$ cat config.mk
export PLATFORM = sky130hd
export DESIGN_NAME = sp2_uart
export DESIGN_NICKNAME = d
export VERILOG_FILES = /design/src/sp2_fifo2.v /design/src/sp2_uart.v
export VERILOG_INCLUDE_DIRS = /design/src
export SDC_FILE = /design/constraint.sdc
export NUM_CORES = 1
export LEC_CHECK = 0
export ABC_AREA = 1
export BUFFER_PORTS_ARGS = -buffer_cell sky130_fd_sc_hd__buf_2
export CAP_MARGIN = 20
export CORE_UTILIZATION = 56
export DETAILED_ROUTE_END_ITERATION = 16
export GPL_ROUTABILITY_DRIVEN = 0
export PLACE_DENSITY_LB_ADDON = 0.12
export SYNTH_ARGS = -nofsm -noshare
export SYNTH_HDL_FRONTEND = slang
export SYNTH_HIERARCHICAL = 1
export SYNTH_SLANG_ARGS = --single-unit
$ cat constraint.sdc
create_clock -name clk -period 1.6 [get_ports clk]
set_clock_uncertainty 0.05 [all_clocks]
set_input_delay 0.32 -clock clk [delete_from_list [all_inputs] [get_ports clk]]
set_output_delay 0.32 -clock clk [all_outputs]
set_load 0.01 [all_outputs]
$ cat src/sp2_regs.vh
// Register addresses, field positions, reset values and counts for the second serial port
`ifndef SP2_REGS_VH
`define SP2_REGS_VH

// Register addresses on the special function register bus
`define SP2_A_CTRL      8'hc0
`define SP2_A_BUF       8'hc1
`define SP2_A_ADDR      8'haa
`define SP2_A_MASK      8'hba
`define SP2_A_RELOAD    8'h9a
`define SP2_A_BDR0      8'h9b
`define SP2_A_BDR1      8'h9c
`define SP2_A_AUX       8'h8e

// Reset values
`define SP2_RST_BYTE    8'h00

// Control/status field positions
`define SP2_B_SM0FE     7
`define SP2_B_SM1       6
`define SP2_B_SM2       5
`define SP2_B_REN       4
`define SP2_B_TB8       3
`define SP2_B_RB8       2
`define SP2_B_TI        1
`define SP2_B_RI        0

// Baud generator control field positions
`define SP2_B_BRR       4
`define SP2_B_TBCK      3
`define SP2_B_RBCK      2
`define SP2_B_SPD       1

// Auxiliary configuration: pin position select
`define SP2_B_PINSEL    2

// Timing counts
`define SP2_OVS_LAST    4'hf
`define SP2_OVS_MID     4'h7
`define SP2_SLOW_LAST   3'h5
`define SP2_BRG_TOP     8'hff
`define SP2_BITS_TEN    4'ha
`define SP2_BITS_ELEVEN 4'hb
`define SP2_RX_LAST8    4'h7
`define SP2_RX_LAST9    4'h8

// Receive buffer entry: frame error, ninth bit, data
`define SP2_ENTRY_W     10

`endif

$ cat src/sp2_fifo2.v
// Two-entry valid/ready buffer between the receive shifter and the holding register
`timescale 1ns/1ps
`include "sp2_regs.vh"

module sp2_fifo2 (
  // Clock and reset
  input  wire                      clk,
  input  wire                      reset_n,
  // Filling side
  input  wire                      inValid,
  output wire                      inReady,
  input  wire [`SP2_ENTRY_W-1:0]   inData,
  // Draining side
  output wire                      outValid,
  input  wire                      outReady,
  output wire [`SP2_ENTRY_W-1:0]   outData
);

  reg [`SP2_ENTRY_W-1:0] mem_r [0:1];
  reg                    wrPtr_r;
  reg                    rdPtr_r;
  reg [1:0]              count_r;
  wire                   push;
  wire                   pop;

  assign inReady  = (count_r != 2'h2);
  assign outValid = (count_r != 2'h0);
  assign outData  = mem_r[rdPtr_r];
  assign push     = inValid & inReady;
  assign pop      = outValid & outReady;

  always @(posedge clk or negedge reset_n) begin
    if (!reset_n) begin
      mem_r[0] <= {`SP2_ENTRY_W{1'b0}};
      mem_r[1] <= {`SP2_ENTRY_W{1'b0}};
      wrPtr_r  <= 1'b0;
      rdPtr_r  <= 1'b0;
      count_r  <= 2'h0;
    end else begin
      if (push) begin
        mem_r[wrPtr_r] <= inData;
        wrPtr_r        <= ~wrPtr_r;
      end
      if (pop)
        rdPtr_r <= ~rdPtr_r;
      if (push && !pop)
        count_r <= count_r + 2'h1;
      else if (pop && !push)
        count_r <= count_r - 2'h1;
    end
  end

endmodule

$ cat src/sp2_uart.v
// Second asynchronous serial port with shared baud rate generator
`timescale 1ns/1ps
`include "sp2_regs.vh"

module sp2_uart (
  // Clock and reset
  input  wire       clk,
  input  wire       reset_n,
  // Special function register bus
  input  wire [7:0] sfrAddr,
  input  wire       sfrWrEn,
  input  wire [7:0] sfrWrData,
  input  wire       sfrRdEn,
  output reg  [7:0] sfrRdData_r,
  output reg        sfrRdHit_r,
  // Power and mode controls
  input  wire       powerDown,
  input  wire       frameErrSel,
  // Baud sources
  input  wire       timerOvf,
  output reg        brgTickFirst_r,
  // Port 1 alternate pins
  input  wire       rxPinPos2,
  input  wire       rxPinPos6,
  output reg        txPinPos3_r,
  output reg        txPinPos7_r,
  // Interrupt request
  output reg        intReq_r
);

  localparam [3:0] RX_IDLE  = 4'h1;
  localparam [3:0] RX_START = 4'h2;
  localparam [3:0] RX_DATA  = 4'h4;
  localparam [3:0] RX_STOP  = 4'h8;

  // Register file
  reg  [7:0] stationAddr_r;
  reg  [7:0] stationMask_r;
  reg  [7:0] baudReload_r;
  reg  [7:0] bdrFirst_r;
  reg  [7:0] bdrSecond_r;
  reg        pinSel_r;
  reg        sm0_r;
  reg        sm1_r;
  reg        sm2_r;
  reg        rxEnable_r;
  reg        txNinth_r;
  reg        rxNinth_r;
  reg        txDone_r;
  reg        rxDone_r;
  reg        frameErr_r;
  reg  [7:0] rxHold_r;
  // Baud generator
  reg  [7:0] brgCnt_r;
  reg  [2:0] brgPre_r;
  reg        brgTick_r;
  reg        fixedTick_r;
  // Transmitter
  reg [10:0] txShift_r;
  reg  [3:0] txLeft_r;
  reg  [3:0] txOvs_r;
  // Receiver
  reg  [3:0] rxState_r;
  reg  [3:0] rxOvs_r;
  reg  [3:0] rxIdx_r;
  reg  [8:0] rxShift_r;
  reg        rxIn_r;
  reg        rxPrev_r;
  reg        pushValid_r;
  reg [`SP2_ENTRY_W-1:0] pushData_r;

  wire       run;
  wire       nineBit;
  wire       txTick;
  wire       rxTick;
  wire       wrCtrl;
  wire       wrBuf;
  wire       fifoInReady;
  wire       fifoOutValid;
  wire [`SP2_ENTRY_W-1:0] fifoOut;
  wire       drain;
  wire       rxSample;
  wire       stopBit;
  wire [7:0] rxData;
  wire       rxNinthIn;
  wire [7:0] bcast;
  wire       addrOk;
  wire       accept;

  // Bits that are set in the care mask are compared; cleared ones are ignored
  function maskedMatch;
    input [7:0] data;
    input [7:0] refVal;
    input [7:0] care;
    begin
      maskedMatch = (((data ^ refVal) & care) == 8'h00);
    end
  endfunction

  // Power-down stops the baud generator, transmitter and receiver; register access and intReq_r keep running
  assign run     = ~powerDown;
  assign nineBit = sm0_r;
  assign wrCtrl  = sfrWrEn && (sfrAddr == `SP2_A_CTRL);
  assign wrBuf   = sfrWrEn && (sfrAddr == `SP2_A_BUF);

  // Mode 2 runs from a fixed divider; modes 1 and 3 from the selected timer
  assign txTick = nineBit && !sm1_r ? fixedTick_r :
                  (bdrSecond_r[`SP2_B_TBCK] ? brgTick_r : timerOvf);
  assign rxTick = nineBit && !sm1_r ? fixedTick_r :
                  (bdrSecond_r[`SP2_B_RBCK] ? brgTick_r : timerOvf);

  // Register writes; hardware sets of the flags win over software clears
  always @(posedge clk or negedge reset_n) begin
    if (!reset_n) begin
      stationAddr_r <= `SP2_RST_BYTE;
      stationMask_r <= `SP2_RST_BYTE;
      baudReload_r  <= `SP2_RST_BYTE;
      bdrFirst_r    <= `SP2_RST_BYTE;
      bdrSecond_r   <= `SP2_RST_BYTE;
      pinSel_r      <= 1'b0;
      sm0_r         <= 1'b0;
      sm1_r         <= 1'b0;
      sm2_r         <= 1'b0;
      rxEnable_r    <= 1'b0;
      txNinth_r     <= 1'b0;
      rxNinth_r     <= 1'b0;
      txDone_r      <= 1'b0;
      rxDone_r      <= 1'b0;
      frameErr_r    <= 1'b0;
      rxHold_r      <= `SP2_RST_BYTE;
    end else begin
      if (sfrWrEn) begin
        case (sfrAddr)
          `SP2_A_ADDR:   stationAddr_r <= sfrWrData;
          `SP2_A_MASK:   stationMask_r <= sfrWrData;
          `SP2_A_RELOAD: baudReload_r  <= sfrWrData;
          `SP2_A_BDR0:   bdrFirst_r    <= sfrWrData;
          `SP2_A_BDR1:   bdrSecond_r   <= sfrWrData;
          `SP2_A_AUX:    pinSel_r      <= sfrWrData[`SP2_B_PINSEL];
          default: begin
          end
        endcase
      end
      if (wrCtrl) begin
        if (frameErrSel)
          frameErr_r <= sfrWrData[`SP2_B_SM0FE];
        else
          sm0_r <= sfrWrData[`SP2_B_SM0FE];
        sm1_r      <= sfrWrData[`SP2_B_SM1];
        sm2_r      <= sfrWrData[`SP2_B_SM2];
        rxEnable_r <= sfrWrData[`SP2_B_REN];
        txNinth_r  <= sfrWrData[`SP2_B_TB8];
        rxNinth_r  <= sfrWrData[`SP2_B_RB8];
        txDone_r   <= sfrWrData[`SP2_B_TI];
        rxDone_r   <= sfrWrData[`SP2_B_RI];
      end
      if (run && txLeft_r == 4'h1 && txTick && txOvs_r == `SP2_OVS_LAST)
        txDone_r <= 1'b1;
      if (drain) begin
        rxHold_r  <= fifoOut[7:0];
        rxNinth_r <= fifoOut[8];
        rxDone_r  <= 1'b1;
        if (fifoOut[9])
          frameErr_r <= 1'b1;
      end
    end
  end

  // Register reads: data stands one cycle after the strobe
  always @(posedge clk or negedge reset_n) begin
    if (!reset_n) begin
      sfrRdData_r <= `SP2_RST_BYTE;
      sfrRdHit_r  <= 1'b0;
    end else begin
      sfrRdHit_r <= 1'b0;
      if (sfrRdEn) begin
        sfrRdHit_r <= 1'b1;
        case (sfrAddr)
          `SP2_A_CTRL:   sfrRdData_r <= {frameErrSel ? frameErr_r : sm0_r, sm1_r, sm2_r,
                                         rxEnable_r, txNinth_r, rxNinth_r, txDone_r, rxDone_r};
          `SP2_A_BUF:    sfrRdData_r <= rxHold_r;
          `SP2_A_ADDR:   sfrRdData_r <= stationAddr_r;
          `SP2_A_MASK:   sfrRdData_r <= stationMask_r;
          `SP2_A_RELOAD: sfrRdData_r <= baudReload_r;
          `SP2_A_BDR0:   sfrRdData_r <= bdrFirst_r;
          `SP2_A_BDR1:   sfrRdData_r <= bdrSecond_r;
          default: begin
            sfrRdData_r <= `SP2_RST_BYTE;
            sfrRdHit_r  <= 1'b0;
          end
        endcase
      end
    end
  end

  // Shared baud generator: counts up from the reload value, ticks on overflow
  always @(posedge clk or negedge reset_n) begin
    if (!reset_n) begin
      brgCnt_r       <= `SP2_RST_BYTE;
      brgPre_r       <= 3'h0;
      brgTick_r      <= 1'b0;
      brgTickFirst_r <= 1'b0;
      fixedTick_r    <= 1'b0;
    end else begin
      brgTick_r      <= 1'b0;
      brgTickFirst_r <= 1'b0;
      if (run) begin
        fixedTick_r <= ~fixedTick_r;
        if (bdrFirst_r[`SP2_B_BRR]) begin
          // Slow speed divides by six, trading resolution for range
          if (bdrFirst_r[`SP2_B_SPD] || brgPre_r == `SP2_SLOW_LAST) begin
            brgPre_r <= 3'h0;
            if (brgCnt_r == `SP2_BRG_TOP) begin
              brgCnt_r       <= baudReload_r;
              brgTick_r      <= 1'b1;
              brgTickFirst_r <= 1'b1;
            end else begin
              brgCnt_r <= brgCnt_r + 8'h01;
            end
          end else begin
            brgPre_r <= brgPre_r + 3'h1;
          end
        end else begin
          brgCnt_r <= baudReload_r;
          brgPre_r <= 3'h0;
        end
      end
    end
  end

  // Transmitter: a buffer write loads the frame and starts sending
  always @(posedge clk or negedge reset_n) begin
    if (!reset_n) begin
      txShift_r   <= 11'h7ff;
      txLeft_r    <= 4'h0;
      txOvs_r     <= 4'h0;
      txPinPos3_r <= 1'b1;
      txPinPos7_r <= 1'b1;
    end else if (run) begin
      if (wrBuf) begin
        // Mode 1 places a stop bit where the ninth bit would be
        txShift_r <= {1'b1, nineBit ? txNinth_r : 1'b1, sfrWrData, 1'b0};
        txLeft_r  <= nineBit ? `SP2_BITS_ELEVEN : `SP2_BITS_TEN;
        txOvs_r   <= 4'h0;
      end else if (txLeft_r != 4'h0 && txTick) begin
        txOvs_r <= txOvs_r + 4'h1;
        if (txOvs_r == `SP2_OVS_LAST) begin
          txShift_r <= {1'b1, txShift_r[10:1]};
          txLeft_r  <= txLeft_r - 4'h1;
        end
      end
      txPinPos3_r <= pinSel_r | (txLeft_r == 4'h0) | txShift_r[0];
      txPinPos7_r <= ~pinSel_r | (txLeft_r == 4'h0) | txShift_r[0];
    end
  end

  // Receiver datapath decoding
  assign rxSample  = rxTick && rxOvs_r == `SP2_OVS_MID;
  assign stopBit   = rxIn_r;
  assign rxData    = nineBit ? rxShift_r[7:0] : rxShift_r[8:1];
  assign rxNinthIn = nineBit ? rxShift_r[8] : stopBit;
  assign bcast     = stationAddr_r | stationMask_r;
  assign addrOk    = maskedMatch(rxData, stationAddr_r, stationMask_r) |
                     maskedMatch(rxData, bcast, bcast);
  // Mode 1 with the multiprocessor bit keeps only frames with a valid stop bit
  assign accept    = !sm2_r || (nineBit ? (rxNinthIn && addrOk) : stopBit);

  always @(posedge clk or negedge reset_n) begin
    if (!reset_n) begin
      rxState_r   <= RX_IDLE;
      rxOvs_r     <= 4'h0;
      rxIdx_r     <= 4'h0;
      rxShift_r   <= 9'h000;
      rxIn_r      <= 1'b1;
      rxPrev_r    <= 1'b1;
      pushValid_r <= 1'b0;
      pushData_r  <= {`SP2_ENTRY_W{1'b0}};
    end else if (run) begin
      rxIn_r   <= pinSel_r ? rxPinPos6 : rxPinPos2;
      rxPrev_r <= rxIn_r;
      if (pushValid_r && fifoInReady)
        pushValid_r <= 1'b0;
      if (rxTick && rxState_r != RX_IDLE)
        rxOvs_r <= rxOvs_r + 4'h1;
      case (rxState_r)
        RX_IDLE: begin
          // A new start is only taken while the buffer has room, so no word is overwritten
          if (rxEnable_r && fifoInReady && !pushValid_r && rxPrev_r && !rxIn_r) begin
            rxState_r <= RX_START;
            rxOvs_r   <= 4'h0;
          end
        end
        RX_START: begin
          if (rxSample) begin
            rxIdx_r <= 4'h0;
            rxState_r <= rxIn_r ? RX_IDLE : RX_DATA;
          end
        end
        RX_DATA: begin
          if (rxSample) begin
            rxShift_r <= {rxIn_r, rxShift_r[8:1]};
            rxIdx_r   <= rxIdx_r + 4'h1;
            if (rxIdx_r == (nineBit ? `SP2_RX_LAST9 : `SP2_RX_LAST8))
              rxState_r <= RX_STOP;
          end
        end
        RX_STOP: begin
          if (rxSample) begin
            rxState_r <= RX_IDLE;
            if (accept) begin
              pushValid_r <= 1'b1;
              pushData_r  <= {~stopBit, rxNinthIn, rxData};
            end
          end
        end
        default: rxState_r <= RX_IDLE;
      endcase
    end
  end

  // Holding register takes the next word once software has cleared the receive flag
  assign drain = run && fifoOutValid && !rxDone_r;

  sp2_fifo2 u_rxBuf (
    .clk      (clk),
    .reset_n  (reset_n),
    .inValid  (pushValid_r & run),
    .inReady  (fifoInReady),
    .inData   (pushData_r),
    .outValid (fifoOutValid),
    .outReady (~rxDone_r & run),
    .outData  (fifoOut)
  );

  // Priority against timer 2 is resolved in the interrupt controller; this is the raw request
  always @(posedge clk or negedge reset_n) begin
    if (!reset_n)
      intReq_r <= 1'b0;
    else
      intReq_r <= txDone_r | rxDone_r;
  end

endmodule

==> flow_summary.yaml <==
job:
  maxCapViolCount: 0
timing:
  report.final.hold_viol_count: 0
  max-slew-margin-rel_pct: 67.68
  drv_slew: 0
  rsz0062_at_grt: "true"
  holdWs_ns: 0.07909
  setup_viol: 53
  period_share_pct: 120.0
  fin_ws_ns: -0.3197
  fmax_ghz: 0.5209
  layout_min_cycle_time_ns: 1.920
  worstMarginPinSlew_ns: 0.4821
global_routing:
  overflow: 0
  grtUsageTotal_pct: 31.92
  grt_max_degree: 38
  antenna_found_initial: 0
  grt_pass1_wl_um: 36250
  grt_pass1_vias: 7392
placed_design:
  place_ws_ns: -0.4588
  place.port_buffers: 37
  hpwl_um: 15390
yosys:
  synth_common_cells: "346 x nand2_1, 144 x dfrtp_1, 114 x o21ai_0"
  ys.warnings.count: 6
  synth_area_leader_cell: "dfrtp_1"
  synth_top_area_share_pct: 44.31
  async_flop_share_pct: 100.0
  synth_flop_cell: "dfrtp_1"
  avgSynthCellArea_um2: 7.911
  syn-num-nets: 1062
  synth.area.top_cells: "dfrtp_1 44%, nand2_1 16%, o21ai_0 7.0%"
  synth_edf_count: 0
  ys_seq_area_share_pct: 49.15
  ys_types: 47
  netlist_area_um2: 8133
  ys_ff_latch: 159
  yosysMostFrequentCell: "nand2_1"
  synth_cells: 1028
route:
  ant_nets: 0
  vias_per_cell: 5.790
  routed_wl_um: 25010
  wire_per_inst_um: 17.84
  num_vias: 8118
  dr.pass1.iters: 6
  drcViolationCount: 0
  drtIter0Drc: 931
die:
  io_pins: 38
  start_util_pct: 57.92
  coreArea_um2: 14040
  rows: 43
  die_y_um: 122.5
  die_width_um: 122.5
  fp.dieArea_um2: 15010
min_path:
  min_path_cells: 3
  hp-class: "in2reg"
worst_setup_path:
  crit_required_ns: 1.92
  cp.depth: 10
  path_class: "reg2reg"
  critPathBufInv: 3
  crit_top_cell: "buf_4"
  endpoint_kind: "flop"
  worst-r2r-cell-count: 10
  crit_family: "simple AND/OR/NAND/NOR gates"
  crit_fanout: 10
  worst_setup_path_start_kind: "flop"
  path_cells: "buf_8 -> nand2_8 -> nand3_4 -> o21ai_4 -> nand2_2 -> buf_4 -> nor3b_4 -> buf_4 -> nand3_2 -> nand2_1"
  cp.arrival_ns: 2.24
  slowest_delay_ns: 0.44
  crit_slowest_cell: "dfrtp_2"
status:
  violations: "negative setup slack"
  outcome: "complete, but fails checks"
cells_and_area:
  drive_gt1_share_pct: 32.16
  layout-area-overhead-vs-synth_pct: 36.22
  nets: 1243
  antenna_cells: 0
clock_tree:
  path_clk_slew_ns: 0.06
  htree_levels: 4
  clkSinkCount: 159
  cts_tree: "done"
  cts_max_path_buffers: 2
  clkLatencyLatePin_ns: 0.43
  root_buffer: "clkbuf_16"
  cts-buffers-inserted: 17
power:
  ir_drop_v: 0.0009066
  powerDensity_nw_per_um2: 1186
  leakage_uw: 0.005503
[final timing paths]
| kind | slack [ns] | start | end |
|---|---|---|---|
| max in group asynchronous | 0.59 | reset_n | txPinPos3_r |
| worst max register to register | -0.32 | nineBit | pushData_r[2] |
| worst max-delay path | -0.32 | nineBit | pushData_r[2] |
| min in group asynchronous | 0.32 | reset_n | u_rxBuf/mem_r[0] |
| worst min-delay path | 0.08 | rxPinPos2 | rxIn_r |
| worst min register to register | 0.42 | txShift_r[5] | txShift_r[5] |
[registers in the layout (all words and copies together), names as in the netlist, 8 cells and up]
signal / flops
pushData_r: 10
brgCnt_r: 8
sfrRdData_r: 8
txShift_r: 10
rxHold_r: 8
stationMask_r: 8
rxShift_r: 9
u_rxBuf/mem_r: 20
bdrFirst_r: 8
bdrSecond_r: 8
baudReload_r: 8
stationAddr_r: 8
[repair_timing]
| item | in CTS | in global routing |
|---|---|---|
| hold endpoints to repair | 31 | 0 |
| cloned | 6 | 2 |
| hold buffers | 1 | 0 |
| buffers inserted | 19 | 7 |
| resized for setup | 111 | 144 |
| pin swaps | 29 | 61 |
| setup endpoints to repair | 54 | 62 |
[layout by cell type (no fill, tap or decap), types with 7 or more instances in the layout]
cell type	instances
nand3_1	42
nand2_1	294
nor3_1	9
buf_2	36
nand2_2	37
inv_1	108
nor2_1	33
inv_2	7
nand2_4	20
o21ai_2	23
nand3_4	10
o21ai_0	74
buf_12	9
clkbuf_16	17
xor2_1	7
dfrtp_1	143
o21ai_1	22
nand3_2	16
o22ai_1	14
buf_6	17
dfstp_2	15
nor2_4	12
a21oi_1	19
nand4_1	25
ha_1	8
buf_4	119
[cells by family after synthesis]
group           share of synthesized area (%)
buf+inv                                 8.046
xor+xnor                                1.077
flops                                   49.15
fa+ha+maj                               1.385
compound gates                          12.17
simple gates                            28.17
[stage by stage]
| step | utilization (%) | TNS [ns] | cells | power (uW) | area (um^2) |
|---|---|---|---|---|---|
| final | 78.89 | -10.84 | 1402 | 13140 | 11080 |
| after detailed placement | 66.87 | -17.45 | 1339 | 7870 | 9390 |
| after floorplan | - | 0 | 1028 | 6689 | 8154 |
| after CTS | 74.77 | -5.007 | 1396 | 12530 | 10500 |
| after global placement | 66.87 | -14.76 | 1339 | 7787 | 9390 |
| after global routing | 78.89 | -14.31 | 1402 | 13710 | 11080 |
[power by group]
group,switching (uW),internal [uW]
Clock,1690,2770
Combinational,2060,1490
Sequential,473,4660
Total,4230,8920
[metal layers]
| layer | vias up | global-route usage, % | wire [um] |
|---|---|---|---|
| li1 | 3720 | - | - |
| met2 | 419 | 50.95 | 11960 |
| met1 | 3886 | 42.15 | 10040 |
| met3 | 93 | 7.900 | 2093 |
| met4 | 0 | 11.59 | 928 |
| met5 | - | 0 | 0 |
[final cells by class]
| type | count | area, um^2 |
|---|---|---|
| Multi-Input combinational cell | 721 | 4194 |
| Tap cell | 180 | 225.2 |
| Sequential cell | 159 | 3999 |
| Timing Repair inverter | 2 | 15.01 |
| Timing Repair Buffer | 187 | 1530 |
| Clock inverter | 14 | 214.0 |
| Inverter | 121 | 471.7 |
| Clock buffer | 18 | 429.2 |
| Fill cell | 913 | 2964 |
[worst min-delay path, stage by stage]
cell,delay [ns]
buf_2,0.08
nand2_1,0.05
o211ai_1,0.07
(Power assumes the default switching activity.)
